**src/core/pbc_regs.svh**
```systemverilog
// offsets, field positions, reset values and decode constants for the bridge command bank
`ifndef PBC_REGS_SVH
`define PBC_REGS_SVH

`define PBC_ADDR_W      8
`define PBC_OFF_ID      8'h00
`define PBC_OFF_CMD     8'h04

`define PBC_CMD_IO      0
`define PBC_CMD_MEM     1
`define PBC_CMD_BME     2
`define PBC_CMD_SPC     3
`define PBC_CMD_MWI     4
`define PBC_CMD_VGA     5
`define PBC_CMD_PAR     6
`define PBC_CMD_STEP    7
`define PBC_CMD_SERR    8
`define PBC_CMD_FB2B    9

`define PBC_CMD_RST     16'h0000
`define PBC_CMD_WR_MASK 16'h0367

`define PBC_VGA_A0      10'h3C6
`define PBC_VGA_A1      10'h3C8
`define PBC_VGA_A2      10'h3C9

`define PBC_WORD_ZERO   32'h0000_0000
`define PBC_HALF_ZERO   16'h0000

`endif

```
**src/core/pbc_pkg.sv**
```systemverilog
// types shared by the bridge command bank and its decoder
`default_nettype none
package pbc_pkg;

	typedef struct packed {
		logic [5:0] rsvd;
		logic       fb2b;
		logic       serr_en;
		logic       step;
		logic       par_resp;
		logic       vga;
		logic       mwi;
		logic       special;
		logic       bme;
		logic       mem;
		logic       io;
	} pbc_cmd_t;

	typedef struct packed {
		logic        valid;
		logic        is_io;
		logic        is_mem;
		logic        is_write;
		logic        in_window;
		logic [31:0] addr;
	} pbc_pri_req_t;

	typedef struct packed {
		logic valid;
		logic is_memio;
		logic in_window;
	} pbc_sec_req_t;

	typedef struct packed {
		pbc_cmd_t    cmd;
		logic [31:0] rdata;
		logic        par_report;
		logic        serr_oe;
	} pbc_state_t;

endpackage : pbc_pkg
`default_nettype wire

```
**src/core/pbc_bank.sv**
```systemverilog
// identification words and primary command register of the bridge header
//
// How it works
// the low half of the first word is a fixed vendor code that writes never change.
// the high half of the first word is a fixed device code that writes never change.
// command bit 0 resets low and gates claiming of primary I/O cycles.
// command bit 1 resets low and gates claiming of primary memory cycles.
// command bit 2 resets low and gates primary mastering and secondary claims.
// command bit 3 is fixed at zero.
// command bit 4 is fixed at zero.
// command bit 5 enables claiming primary I/O writes to palette ports 3C6h, 3C8h, 3C9h.
// command bit 6 resets low and decides whether detected parity errors are acted on.
// command bit 7 is fixed at zero, so the primary stepping enable stays off.
// command bit 8 resets low and enables the system error pin driver.
// command bit 9 resets low and allows fast back-to-back cycles on the primary bus.
// command bits 15:10 always read zero.
// writes to fixed bits are dropped while writable bits follow byte enables.
//
// The strobed register port is this design's own decision.
`default_nettype none
`include "pbc_regs.svh"
module pbc_bank #(
	// arbitrary neutral identification values
	parameter logic [15:0] VENDOR_CODE = 16'hA5A5,
	parameter logic [15:0] DEVICE_CODE = 16'h5A5A
) (
	// clock and reset
	input  wire logic                    SYS_CLK_I,
	input  wire logic                    RST_N_I,
	// register port
	input  wire logic [`PBC_ADDR_W-1:0]  REG_ADDR_I,
	input  wire logic [31:0]             REG_WDATA_I,
	input  wire logic [3:0]              REG_BE_I,
	input  wire logic                    REG_WR_I,
	input  wire logic                    REG_RD_I,
	output logic      [31:0]             REG_RDATA_O,
	// primary target decode
	input  wire pbc_pkg::pbc_pri_req_t   PRI_REQ_I,
	output logic                         PRI_CLAIM_O,
	output logic                         PRI_VGA_HIT_O,
	// secondary target decode
	input  wire pbc_pkg::pbc_sec_req_t   SEC_REQ_I,
	output logic                         SEC_CLAIM_O,
	// primary master qualifiers
	output logic                         PRI_MASTER_EN_O,
	output logic                         PRI_FB2B_EN_O,
	output logic                         STEP_EN_O,
	// parity handling
	input  wire logic                    PAR_ERR_DET_I,
	output logic                         PAR_ERR_REPORT_O,
	// system error pin, open drain
	input  wire logic                    SERR_REQ_I,
	output logic                         PRIMARY_SYSTEM_ERROR_OUT_N_O,
	output logic                         PRIMARY_SYSTEM_ERROR_OUT_N_OE_O
);

	pbc_pkg::pbc_state_t state_q;
	pbc_pkg::pbc_state_t state_d;
	logic [15:0]         cmd_bits;
	logic [15:0]         be_mask;

	// only writable positions survive, whatever the write data holds
	function automatic logic [15:0] merge_cmd(input logic [15:0] old_v,
		input logic [15:0] wr_v, input logic [15:0] lanes);
		logic [15:0] take;
		take      = lanes & `PBC_CMD_WR_MASK;
		merge_cmd = (old_v & ~take) | (wr_v & take);
	endfunction

	always_comb begin
		state_d  = state_q;
		be_mask  = {{8{REG_BE_I[1]}}, {8{REG_BE_I[0]}}};
		cmd_bits = state_q.cmd;
		if (REG_WR_I && (REG_ADDR_I == `PBC_OFF_CMD)) begin
			state_d.cmd = merge_cmd(cmd_bits, REG_WDATA_I[15:0], be_mask);
		end
		// writes to the identity word fall through untouched
		state_d.cmd.special = 1'b0;
		state_d.cmd.mwi     = 1'b0;
		state_d.cmd.step    = 1'b0;
		state_d.cmd.rsvd    = '0;
		state_d.rdata = `PBC_WORD_ZERO;
		if (REG_RD_I) begin
			unique case (REG_ADDR_I)
				`PBC_OFF_ID:  state_d.rdata = {DEVICE_CODE, VENDOR_CODE};
				`PBC_OFF_CMD: state_d.rdata = {`PBC_HALF_ZERO, state_q.cmd};
				default:      state_d.rdata = `PBC_WORD_ZERO;
			endcase
		end
		// error reports masked here rather than at the source
		state_d.par_report = PAR_ERR_DET_I && state_q.cmd.par_resp;
		state_d.serr_oe    = SERR_REQ_I && state_q.cmd.serr_en;
	end

	always_ff @(posedge SYS_CLK_I or negedge RST_N_I) begin
		if (!RST_N_I) begin
			state_q.cmd        <= `PBC_CMD_RST;
			state_q.rdata      <= `PBC_WORD_ZERO;
			state_q.par_report <= 1'b0;
			state_q.serr_oe    <= 1'b0;
		end else begin
			state_q <= state_d;
		end
	end

	pbc_decode u_decode (
		.cmd_valid_i (1'b1),
		.cmd_i       (state_q.cmd),
		.pri_i       (PRI_REQ_I),
		.sec_i       (SEC_REQ_I),
		.pri_claim_o (PRI_CLAIM_O),
		.vga_hit_o   (PRI_VGA_HIT_O),
		.sec_claim_o (SEC_CLAIM_O)
	);

	assign REG_RDATA_O                     = state_q.rdata;
	assign PRI_MASTER_EN_O                 = state_q.cmd.bme;
	assign PRI_FB2B_EN_O                   = state_q.cmd.fb2b;
	assign STEP_EN_O                       = state_q.cmd.step;
	assign PAR_ERR_REPORT_O                = state_q.par_report;
	// pin only ever pulls low; the board pull-up gives the high level
	assign PRIMARY_SYSTEM_ERROR_OUT_N_O    = 1'b0;
	assign PRIMARY_SYSTEM_ERROR_OUT_N_OE_O = state_q.serr_oe;

endmodule // pbc_bank
`default_nettype wire

```
**src/core/pbc_decode.sv**
```systemverilog
// transaction claim decode gated by the command enables
`default_nettype none
`include "pbc_regs.svh"
module pbc_decode (
	// command enables
	input  wire logic              cmd_valid_i,
	input  wire pbc_pkg::pbc_cmd_t cmd_i,
	// bus requests
	input  wire pbc_pkg::pbc_pri_req_t pri_i,
	input  wire pbc_pkg::pbc_sec_req_t sec_i,
	// claims
	output logic                   pri_claim_o,
	output logic                   vga_hit_o,
	output logic                   sec_claim_o
);

	// upper bits are ISA aliases and are deliberately not compared
	function automatic logic is_palette(input logic [9:0] a);
		is_palette = (a == `PBC_VGA_A0) || (a == `PBC_VGA_A1) || (a == `PBC_VGA_A2);
	endfunction

	logic io_hit;
	logic mem_hit;

	always_comb begin
		io_hit      = pri_i.valid && pri_i.is_io && pri_i.in_window && cmd_i.io;
		mem_hit     = pri_i.valid && pri_i.is_mem && pri_i.in_window && cmd_i.mem;
		vga_hit_o   = cmd_valid_i && pri_i.valid && pri_i.is_io && pri_i.is_write
			&& cmd_i.vga && is_palette(pri_i.addr[9:0]);
		pri_claim_o = cmd_valid_i && (io_hit || mem_hit || vga_hit_o);
		sec_claim_o = cmd_valid_i && sec_i.valid && sec_i.is_memio
			&& sec_i.in_window && cmd_i.bme;
	end

endmodule // pbc_decode
`default_nettype wire

```
**config.mk**
```make
export PLATFORM = sky130hd
export DESIGN_NAME = pbc_bank
export DESIGN_NICKNAME = d
export VERILOG_FILES = /design/src/core/pbc_pkg.sv /design/src/core/pbc_bank.sv /design/src/core/pbc_decode.sv
export VERILOG_INCLUDE_DIRS = /design/src /design/src/core
export SDC_FILE = /design/constraint.sdc
export NUM_CORES = 1
export LEC_CHECK = 0
export BUFFER_PORTS_ARGS = -buffer_cell sky130_fd_sc_hd__buf_2
export CORE_UTILIZATION = 27
export CTS_BUF_LIST = sky130_fd_sc_hd__clkbuf_4 sky130_fd_sc_hd__clkbuf_8 sky130_fd_sc_hd__clkbuf_16
export CTS_CLUSTER_SIZE = 40
export DETAILED_ROUTE_END_ITERATION = 16
export PLACE_DENSITY = 0.75
export SLEW_MARGIN = 20
export SYNTH_ARGS = -nofsm -noshare
export SYNTH_HDL_FRONTEND = slang
export SYNTH_SLANG_ARGS = --single-unit
export TNS_END_PERCENT = 5
```
**constraint.sdc**
```tcl
create_clock -name SYS_CLK_I -period 0.8 [get_ports SYS_CLK_I]
set_input_delay 0.04 -clock SYS_CLK_I [delete_from_list [all_inputs] [get_ports SYS_CLK_I]]
set_output_delay 0.04 -clock SYS_CLK_I [all_outputs]
set_load 0.02 [all_outputs]
```
; ---- Word-level counts from Yosys, hierarchy flattened
; Cells that the tools add are included.
[totals]
reg_bits = 41
out_inout_bits = 41
wordCells = 40
in_bits = 90
[op_classes]
n_reduce_logical = 20
mux = 2
bitwise_logic = 4
n_eq_ne = 4
[op_table]
columns = cell, n
row1 = 31-bit one-hot mux with 2 select lines, 1
row2 = 32-bit 2-to-1 mux, 1
row3 = 10-bit equality test (second input constant), 3
row4 = 10-bit AND, 2
row5 = 1-bit logical AND, 15
row6 = 10-bit NOT, 1
row7 = 10-bit bitwise OR, 1
row8 = 8-bit by 3-bit equality test with 1-bit output (second input constant), 1
row9 = 8-bit logical NOT, 1
row10 = 1-bit logical OR, 4

; ---- Logic depth before layout (Yosys ltp)
; Gate-level depths: netlist of the first run.
[depth]
ltp_word = 5
mapped_depth = 4
mapped_depth_nobuf = 3

; ---- By module
; Synthesis of the first run repeated with hierarchy kept, for this count alone.
[unflattened]
hier_cells = 83
hier_area_um2 = 965.9
[modules_own_cells]
columns = mod, n_inst, area_each_um2, seq_area_each_um2, cells_each
row1 = pbc_bank, 1, 860.8, 425.4, 70
row2 = pbc_decode, 1, 105.1, 0.0, 13

; ---- Least setup slack after synthesis of the first run
; Ideal clock, no wire load.
[synth_timing]
kind = register -> output
from = register with a tool-made name
to = output port PRI_CLAIM_O
slack_ns = -0.439
required_ns = 0.760
path_stages_with_launch = 4
path_buffers = 0
arrival_ns = 1.199
cell_sequence = dfrtp_1 -> and4b_1 -> nand3_1 -> o31ai_1
[synth_lines]
columns = item, line
row1 = end: declaration, pbc_bank.sv:39  ; output logic PRI_CLAIM_O,

==> summary.md, run 1 <==
| Metric | Value |
|---|---|
| Status | finished with violations |
| Failing checks | setup timing |
| TritonCTS Sinks | 17 |
| Area growth from synthesis to layout | 53.9% |
| Pin count of the biggest net entering global routing | 18 |
| Initial core utilization | 28.4% |
| HP Class | primary input to register |
| Clock slew at reported path FFs | 0.09 ns |
| H-tree depth | 1 |
| Top cells by area, synth | dfrtp_1, buf_4, mux2_2, and2_1, a21o_1 |
| 1st-iter DRT viols | 18 |
| Switching power | 0.000412 W |
| Worst vdd ir | around 0.65 mV |
| Worst Setup Start Kind | register |
| Critical path class | register to primary output |
| Placed instance area | 1270 sq um |
| Final Wtd Congestion | 0.662 |
| Sw Ratio | around a quarter |
| Synth unique cells | 23 |
| Fmax | 0.704 GHz |
| Overall power after layout | 0.00167 W |
| CTS Buf Count | 3 |
| Root buffer cell | clkbuf_4 |
| Via-to-Cell Ratio | just over 4 |
| Max Slew Vio Count | 0 |
| Smallest setup slack after layout | -0.621 ns |
| Die Y | between 60 and 70 um |
| Clock share of power | 28.2% |
| Die width | ~60 um |
| CTS tree | yes |
| Site Rows | 21 |
| Hold path startpoint | REG_ADDR_I[2] |
| Fillers | between 300 and 400 |
| Combinational fraction of design power | a little under a fifth |
| Layout cells sized above 1 | 60.1% |
| Worst Hold End | REG_RDATA_O[28] |
| Max Root-Sink Buffers | 2 |
| Vias | 843 |
| Minimum clock period | between 1 and 1.5 ns |
| DRT Pass-1 Iters | 4 |
| Internal Pwr Total | 0.00125 W |
| Fin area | 1470 sq um |
| Final ANT Viol Nets | 0 |
| YS warnings | 0 |
| Register area share after synthesis | 44.6% |
| Final count of hold timing violations | 0 |
| Seq cells post-synth | 17 |
| Worst-path fanout max | 2 |
| Register Area | 427 sq um |
| Yosys top cell by area | dfrtp_1 |
| Arrival time worst endpoint | 1.38 ns |
| Core region area | approximately 3400 sq um |
| Power per cell area | 1130 nW/um^2 |
| Reg power frac | a little over half |
| Clk_skew | 0.00451 ns |
| Worst setup EP type | primary output |
| GRT Residual Overflow | 0 |
| Syn Inst Count | 82 |
| Drt wl/cell | 11.0 um |
| WP data required | 0.76 ns |
| I/O Buffers | 66 |
| Worst Reg2Reg Path Length in Cells | 4 |
| P_leak | ~0.87 nW |
| Initial antenna violation count | 0 |
| Share of the synthesized area in the top cell type | 44.6% |
| Final setup viols | 37 |
| Total die area | 3780 sq um |
| Hold depth | 3 |
| Fin crit share | 178% |
| Gr usage total | 11.8% |
| Ports | 131 |
| Synthesized area | 955 sq um |
| DRC Markers | 0 |
| First-pass GRT wire length | 3.16 mm |
| R2R Setup Slk | -0.32 ns |
| Vias in the first global route | 728 |
| Multi-input gate area | 415 sq um |
| Avg Cell Area, Syn | 11.6 sq um |
| Clock latency at the later pin of the worst-skew pair | 0.28 ns |
| Antenna diode count | 0 |
| Max cap viols | 0 |
| WL final | 2.25 mm |
| Nets | 249 |
| Detailed placement HPWL | around 1.7 mm |
| RSZ-0062 raised after global routing | true |
-- metal layers --
metal / track usage (%) / vias up / routed length [um]
met2: 19.1 / 51 / 1210
met4: 6.35 / 0 / 41
met1: 14.2 / 386 / 817
met5: 0 / - / 0
li1: - / 400 / -
met3: 3.15 / 6 / 178
-- what timing repair did --
action | 4_1_cts | 5_1_grt
hold buffers | 10 | 0
endpoints found under the setup margin | 40 | 37
pin swaps | 3 | 0
endpoints found under the hold margin | 26 | 0
gates resized for setup | 13 | 2
buffers inserted | 1 | 1
-- layout make-up --
class	instances	area share, %
clock buffers	4	2.04
multi-input cells	52	28.3
flip-flops and latches	17	29.0
well taps	46	3.92
repair buffers	85	36.7
-- synthesized netlist by cell type --
master	n
buf_4	26
dfrtp_1	17
and2_1	7
mux2_2	7
a21o_1	4
nand3_1	2
nand4_1	2
nor3_1	2
a22o_1	1
and3_1	1
and4_1	1
and4b_1	1
buf_6	1
conb_1	1
nand4b_1	1
nor2_1	1
nor3b_1	1
nor3b_4	1
nor4_4	1
nor4b_1	1
nor4bb_1	1
o31ai_1	1
or4b_4	1
-- worst max-delay path, stage by stage (launching register included) --
cell and delay (ns):
dfrtp_1 0.37, and4b_1 0.23, nand3_2 0.13, o31ai_4 0.22
buf_6 0.15
-- placed cells by master (no fill, tap or decap), types with 2 or more instances in the layout --
cell,instances
buf_2,60
clkbuf_4,4
conb_1,15
a21o_1,4
dlygate4sd3_1,10
and2_1,7
mux2_2,6
buf_4,8
nand4_1,2
buf_6,7
dfrtp_1,16
-- power groups by stage --
| stage | combinational (W) | sequential [W] | clock [W] |
|---|---|---|---|
| after CTS | 0.000313 | 0.000877 | 0.000486 |
| after floorplan | 0.000162 | 0.000899 | 0 |
| after detailed placement | 0.000263 | 0.000894 | 0 |
| final | 0.000319 | 0.000878 | 0.000470 |
| after global routing | 0.000351 | 0.000880 | 0.000549 |
| after global placement | 0.000259 | 0.000894 | 0 |
-- worst max-delay path by stage --
| stage | endpoint | from | slack (ns) | depth (start not counted) |
|---|---|---|---|---|
| floorplan | register | REG_ADDR_I[5] | -0.22 | 3 |
| global placement | REG_RDATA_O[2] | REG_ADDR_I[2] | -0.35 | 4 |
| detailed placement | REG_RDATA_O[2] | REG_ADDR_I[2] | -0.38 | 4 |
| CTS | PRI_CLAIM_O | register | -0.56 | 4 |
| global route | PRI_CLAIM_O | register | -0.68 | 4 |
| finish | PRI_CLAIM_O | register | -0.62 | 4 |
-- cell families (layout without fill, tap and decap cells) --
logic type,count (synthesis),in the layout,synth area share [%]
AO/OA/AOI/OAI,6,6,4.85
buffers and inverters,27,89,21.6
flip-flops,17,17,44.6
multiplexers,7,7,8.26
other,1,15,0.393
AND/OR/NAND/NOR,24,24,20.3
-- through the flow --
stage	hold slack (ns)	TNS [ns]	utilization, %	setup WS [ns]	std cells
after global routing	0.00976	-6.98	43.7	-0.683	204
after detailed placement	-0.0235	-5.43	37.8	-0.378	188
after global placement	-0.0302	-5.12	37.8	-0.348	188
final	0.0340	-4.62	43.7	-0.621	204
after floorplan	-0.256	-2.93	-	-0.216	96
after CTS	0.0281	-4.57	43.2	-0.557	203
Note: power is estimated with default switching activity, not from simulation.
==> run 2: changes to the inputs <==
--- a/config.mk
+++ b/config.mk
@@ -6,12 +6,14 @@
 export SDC_FILE = /design/constraint.sdc
 export NUM_CORES = 1
 export LEC_CHECK = 0
+export ABC_AREA = 1
 export BUFFER_PORTS_ARGS = -buffer_cell sky130_fd_sc_hd__buf_2
-export CORE_UTILIZATION = 27
+export CAP_MARGIN = 20
+export CORE_UTILIZATION = 28
 export CTS_BUF_LIST = sky130_fd_sc_hd__clkbuf_4 sky130_fd_sc_hd__clkbuf_8 sky130_fd_sc_hd__clkbuf_16
 export CTS_CLUSTER_SIZE = 40
 export DETAILED_ROUTE_END_ITERATION = 16
-export PLACE_DENSITY = 0.75
+export PLACE_DENSITY = 0.76
 export SLEW_MARGIN = 20
 export SYNTH_ARGS = -nofsm -noshare
 export SYNTH_HDL_FRONTEND = slang
==> summary.md, run 2 <==
| Metric | Value |
|---|---|
| Status | finished with violations |
| Failing checks | setup timing |
| Core region area | 3360 sq um |
| Nets | 283 |
| Site Rows | 21 |
| Hold depth | 3 |
| Xor/xnor cell area share of the yosys netlist | 0% |
| Worst vdd ir | around 0.48 mV |
| Seq cells post-synth | 17 |
| Fraction of the mapped netlist area in adder cells | 0% |
| Final Wtd Congestion | 0.770 |
| P_leak | 0.876 nW |
| Area growth from synthesis to layout | 38.5% |
| Top Metal Used | met3 |
| GRT Residual Overflow | 0 |
| Cell with the most instances after synthesis | nand2_1 |
| H-tree depth | 1 |
| Final Util | 41.0% |
| RSZ-0062 raised after global routing | true |
| Worst setup EP type | primary output |
| Share of flip-flops with an asynchronous set or reset | between 90% and 100% |
| Final ANT Viol Nets | 0 |
| Fillers | 379 |
| Clock slew at reported path FFs | 0.09 ns |
| WL final | 1.96 mm |
| Vias in the first global route | between 700 and 800 |
| Top cells by area, synth | dfrtp_1, buf_4, nand2_1, nand3_1, nand4_1 |
| HP Class | primary input to register |
| Initial core utilization | 29.6% |
| Synth Area in Compound Gates | 0.755% |
| R2R Path End | REG_RDATA_O[5] |
| Via-to-Cell Ratio | 3.92 |
| Fin crit share | 141% |
| Register area share after synthesis | between 40% and 50% |
| Max cap viols | 0 |
| Commonest non-fill, non-tap cell in the layout | buf_2 |
| Drt wl/cell | 8.25 um |
| DRC Markers | 0 |
| WP data required | 0.76 ns |
| Layout cells sized above 1 | 44.8% |
| Clk_skew | 0.00190 ns |
| Post-synth EDFFs | 0 |
| Top_reg_cell synth | dfrtp_1 |
| Register Area | 427 sq um |
| Total die area | ~3800 sq um |
| Area fraction in and, or, nand and nor cells after synthesis | a little under a third |
| Syn Inst Count | 125 |
| DR WL met3 | roughly 160 um |
| Ports | 131 |
| Combinational fraction of design power | 17.6% |
| 1st-iter DRT viols | 8 |
| Antenna diode count | 0 |
| Commonest cells after routing, fill and taps aside | buf_2, nand2_1, dfrtp_1 |
| Largest family of logic cells by synthesized area | simple AND/OR/NAND/NOR gates |
| Max Root-Sink Buffers | 2 |
| DRT Pass-1 Iters | 4 |
| First-pass GRT wire length | just over 3 mm |
| Metal-1 WL | 775 um |
| Final count of hold timing violations | 0 |
| Pin count of the biggest net entering global routing | 18 |
| Power per cell area | around 1200 nW/um^2 |
| Avg Cell Area, Syn | 7.96 sq um |
| Smallest setup slack after layout | -0.327 ns |
| Final setup viols | 28 |
| Hold path startpoint | REG_WDATA_I[2] |
| Top cells by count, synth | nand2_1, buf_4, dfrtp_1 |
| Max Slew Vio Count | 0 |
| Fmax | around 0.89 GHz |
| Yosys top cell by area | dfrtp_1 |
| Clock share of power | 27.9% |
| I/O Buffers | 66 |
| Detailed placement HPWL | 1.67 mm |
| TritonCTS Sinks | 17 |
| Critical path class | register to primary output |
| Reg power frac | a little over half |
| Setup Slack @ Placement | -0.170 ns |
| Minimum clock period | 1.13 ns |
| Vias | 932 |
| DR WL met2 | about 1.0 mm |
| YS warnings | 0 |
| Worst Setup Start Kind | register |
| Worst-path fanout max | 2 |
| Root buffer cell | clkbuf_4 |
| Sw Ratio | 24.7% |
| Arrival time worst endpoint | 1.09 ns |
| Worst Reg2Reg Path Length in Cells | 4 |
| Internal Pwr Total | 0.00122 W |
| Share of the synthesized area in the top cell type | 42.8% |
| Die Y | 61.6 um |
| CTS Buf Count | 3 |
| Clock latency at the later pin of the worst-skew pair | ~0.27 ns |
| CTS tree | yes |
| Gr usage total | 11.1% |
| Multi-input gate area | 377 sq um |
| Mux contribution to synthesized area | 0% |
| Initial antenna violation count | 0 |
| Synth unique cells | 16 |
| Synthesized area | slightly below 1000 sq um |
| R2R Setup Slk | -0.04 ns |
| Switching power | 0.000398 W |
| Die width | 61.6 um |
run 2: cell types whose count changed in the layout (fill, tap and decap cells not counted), sizes merged, moves of 5 or more:
cell	change
nand2	+34
nand4	+5
nand3	+10
mux2	-7
and2	-7
dlygate4sd3	-7
nor2	+12
inv	+11
run 2: metal layers:
| metal | vias to the layer above | global-route usage (%) |
|---|---|---|
| li1 | 486 | - |
| met1 | 403 | 13.0 |
| met2 | 43 | 19.4 |
| met3 | 0 | 2.31 |
| met4 | 0 | 4.76 |
| met5 | - | 0 |
run 2: layout make-up:
type                            instances  share of cell area (%)
Inverter                               11                    3.00
Multi-Input combinational cell         83                    27.3
Clock buffer                            4                    2.18
Sequential cell                        17                    31.0
Timing Repair Buffer                   77                    32.3
Tap cell                               46                    4.18
run 2: power groups by stage:
stage          Sequential [W]  Combinational, W  Clock, W
3_3_place_gp         0.000896          0.000263         0
3_5_place_dp         0.000896          0.000268         0
4_1_cts              0.000879          0.000280  0.000469
5_1_grt              0.000880          0.000323  0.000504
6_report             0.000879          0.000284  0.000451
2_1_floorplan        0.000900          0.000168         0
run 2: cell families after synthesis:
family / Yosys count
AND/OR/NAND/NOR: 67
other: 1
flip-flops: 17
buffers and inverters: 39
AO/OA/AOI/OAI: 1
run 2: worst max-delay path: stages (launching register included):
cell	delay (ns)
dfrtp_1	0.35
nand3_1	0.07
nor2_1	0.09
nand3_1	0.10
nand2_1	0.08
buf_6	0.12
run 2: worst max-delay path by stage:
stage / to / cells after the start / slack [ns]
finish: PRI_CLAIM_O / 5 / -0.33
detailed placement: register / 7 / -0.17
CTS: PRI_CLAIM_O / 5 / -0.36
global placement: register / 7 / -0.12
global route: PRI_CLAIM_O / 5 / -0.43
floorplan: SEC_CLAIM_O / 2 / -0.02
run 2: repair_timing:
| item | 4_1_cts | 5_1_grt |
|---|---|---|
| hold buffers | 3 | 0 |
| setup buffers | 0 | 1 |
| setup endpoints to repair | 26 | 26 |
| pin swaps | 0 | 1 |
| gates resized for setup | 5 | 4 |
| hold endpoints to repair | 19 | 0 |
| gates cloned | 0 | 0 |
run 2: through the flow:
step	cells	total power (W)	setup TNS, ns	instance area (sq um)	hold slack, ns
after floorplan	139	0.00107	-0.0197	1050	-0.256
after global placement	230	0.00116	-1.44	1280	-0.0296
after detailed placement	230	0.00116	-1.88	1280	-0.0319
after CTS	237	0.00163	-3.47	1360	0.00690
after global routing	238	0.00171	-4.98	1380	0.00789
final	238	0.00161	-3.12	1380	0.0146
==> run 3: changes to the inputs <==
--- a/config.mk
+++ b/config.mk
@@ -10,7 +10,6 @@
 export BUFFER_PORTS_ARGS = -buffer_cell sky130_fd_sc_hd__buf_2
 export CAP_MARGIN = 20
 export CORE_UTILIZATION = 28
-export CTS_BUF_LIST = sky130_fd_sc_hd__clkbuf_4 sky130_fd_sc_hd__clkbuf_8 sky130_fd_sc_hd__clkbuf_16
 export CTS_CLUSTER_SIZE = 40
 export DETAILED_ROUTE_END_ITERATION = 16
 export PLACE_DENSITY = 0.76
==> summary.md, run 3 (synthesis gave the netlist of run 2 again) <==
| Metric | Value |
|---|---|
| Status | finished with violations |
| Failing checks | setup timing |
| WP data required | 0.76 ns |
| R2R Setup Slk | -0.04 ns |
| Worst-path fanout max | 2 |
| CTS Buf Count | 3 |
| Root buffer cell | clkbuf_4 |
| Arrival time worst endpoint | 1.09 ns |
| Vias | 938 |
| Ports | 131 |
| Area growth from synthesis to layout | 39.1% |
| CP max-delay cell | dfrtp_1 |
| H-tree depth | 1 |
| Clk_skew | 0.00132 ns |
| DR WL met3 | 152 um |
| Max Slew Vio Count | 0 |
| Power per cell area | 1150 nW/um^2 |
| Cell mode on critical path | nand3_1 |
| GRT Residual Overflow | 0 |
| Die width | 61.6 um |
| Initial antenna violation count | 0 |
| Detailed placement HPWL | 1.67 mm |
| DR WL met2 | 1.03 mm |
| Worst vdd ir | 0.565 mV |
| Drt wl/cell | 8.23 um |
| Antenna diode count | 0 |
| Vias in the first global route | between 700 and 800 |
| Top Metal Used | met3 |
| I/O Buffers | 66 |
| Smallest setup slack after layout | -0.328 ns |
| Final Wtd Congestion | between 0.7 and 0.8 |
| Total die area | 3790 sq um |
| WL final | a little under 2 mm |
| Clock latency at the later pin of the worst-skew pair | 0.27 ns |
| Worst Setup Start Kind | register |
| Metal-1 WL | roughly 800 um |
| First-pass GRT wire length | 3.11 mm |
| Site Rows | 21 |
| Commonest cells after routing, fill and taps aside | buf_2, nand2_1, dfrtp_1 |
| Placed instance area | 1280 sq um |
| Fmax | 0.886 GHz |
| HP Class | primary input to register |
| DRC Markers | 0 |
| Initial core utilization | between 20 and 30% |
| Gr usage total | approximately 11% |
| Critical path class | register to primary output |
| DRT Pass-1 Iters | 4 |
| Core region area | 3360 sq um |
| Fin crit share | 141% |
| Final count of hold timing violations | 0 |
| Worst setup EP type | primary output |
| Clock slew at reported path FFs | 0.08 ns |
| Layout cells sized above 1 | between 40 and 50% |
| Overall power after layout | between 0.0015 and 0.002 W |
| 1st-iter DRT viols | 12 |
| Crit path cell chain | nand3_1 -> nor2_1 -> nand3_1 -> nand2_1 -> buf_6 |
| RSZ-0062 raised after global routing | true |
| Minimum clock period | about 1.1 ns |
| Commonest non-fill, non-tap cell in the layout | buf_2 |
| Worst path max stage delay | ~0.35 ns |
| Nets | around 280 |
| Max cap viols | 0 |
| Pin count of the biggest net entering global routing | 18 |
| Max Root-Sink Buffers | 2 |
| CTS tree | yes |
| Final setup viols | 28 |
| Final ANT Viol Nets | 0 |
| P_leak | 0.876 nW |
| Die Y | 61.6 um |
| TritonCTS Sinks | 17 |
| Via-to-Cell Ratio | 3.92 |
| Fin area | 1380 sq um |
-- run 3: cell count changes in the layout (fill, tap and decap cells not counted), sizes merged --
cell         previous run  this run
dlygate4sd3             3         4
-- run 3: final timing paths --
| kind | start | endpoint | depth (start not counted) |
|---|---|---|---|
| max reg2reg | register | REG_RDATA_O[5] | 4 |
| min reg2reg | register | PAR_ERR_REPORT_O | 2 |
| max | register | PRI_CLAIM_O | 5 |
| min in group asynchronous | RST_N_I | PAR_ERR_REPORT_O | 2 |
| max in group asynchronous | RST_N_I | REG_RDATA_O[28] | 2 |
| min | REG_WDATA_I[2] | register | 3 |
-- run 3: routing by layer --
metal | global-route usage [%] | up-vias
li1 | - | 487
met1 | 13.0 | 410
met2 | 19.4 | 41
met3 | 2.94 | 0
met4 | 3.81 | 0
met5 | 0 | -
-- run 3: final cells by class --
cell class	instances	area [sq um]
clock buffers	4	26.3
fillers	379	1980
inverters	11	41.3
multi-input cells	83	377
flip-flops and latches	17	427
well taps	46	57.6
repair buffers	78	455
-- run 3: where the power goes --
group	leakage (nW)	total (W)	internal (W)	switching (W)
combinational	0.626	0.000287	0.000122	0.000165
sequential	0.235	0.000879	0.000870	0.00000894
clock	0.0150	0.000422	0.000193	0.000228
total	0.876	0.00159	0.00118	0.000403
-- run 3: repair_timing --
action	in CTS	in global routing
gates resized for setup	5	4
setup buffers	0	1
hold buffers	3	1
pin swaps	0	1
endpoints found under the setup margin	26	26
endpoints found under the hold margin	19	1
cloned	0	0
-- run 3: metrics by stage --
stage	util, %	std cells	worst slack [ns]	hold WS (ns)	TNS (ns)
finish	41.1	239	-0.328	0.0120	-3.17
global route	41.1	239	-0.440	0.0124	-5.21
floorplan	-	139	-0.0197	-0.256	-0.0197
CTS	40.2	237	-0.367	0.000126	-3.63
detailed placement	38.1	230	-0.170	-0.0319	-1.88
global placement	38.1	230	-0.122	-0.0296	-1.44
-- run 3: worst max-delay path, delay by kind of cell, from the launching register on --
family	cells	cell delay [ns]
flip-flops	1	0.35
buffers and inverters	1	0.12
AND/OR/NAND/NOR	4	0.34
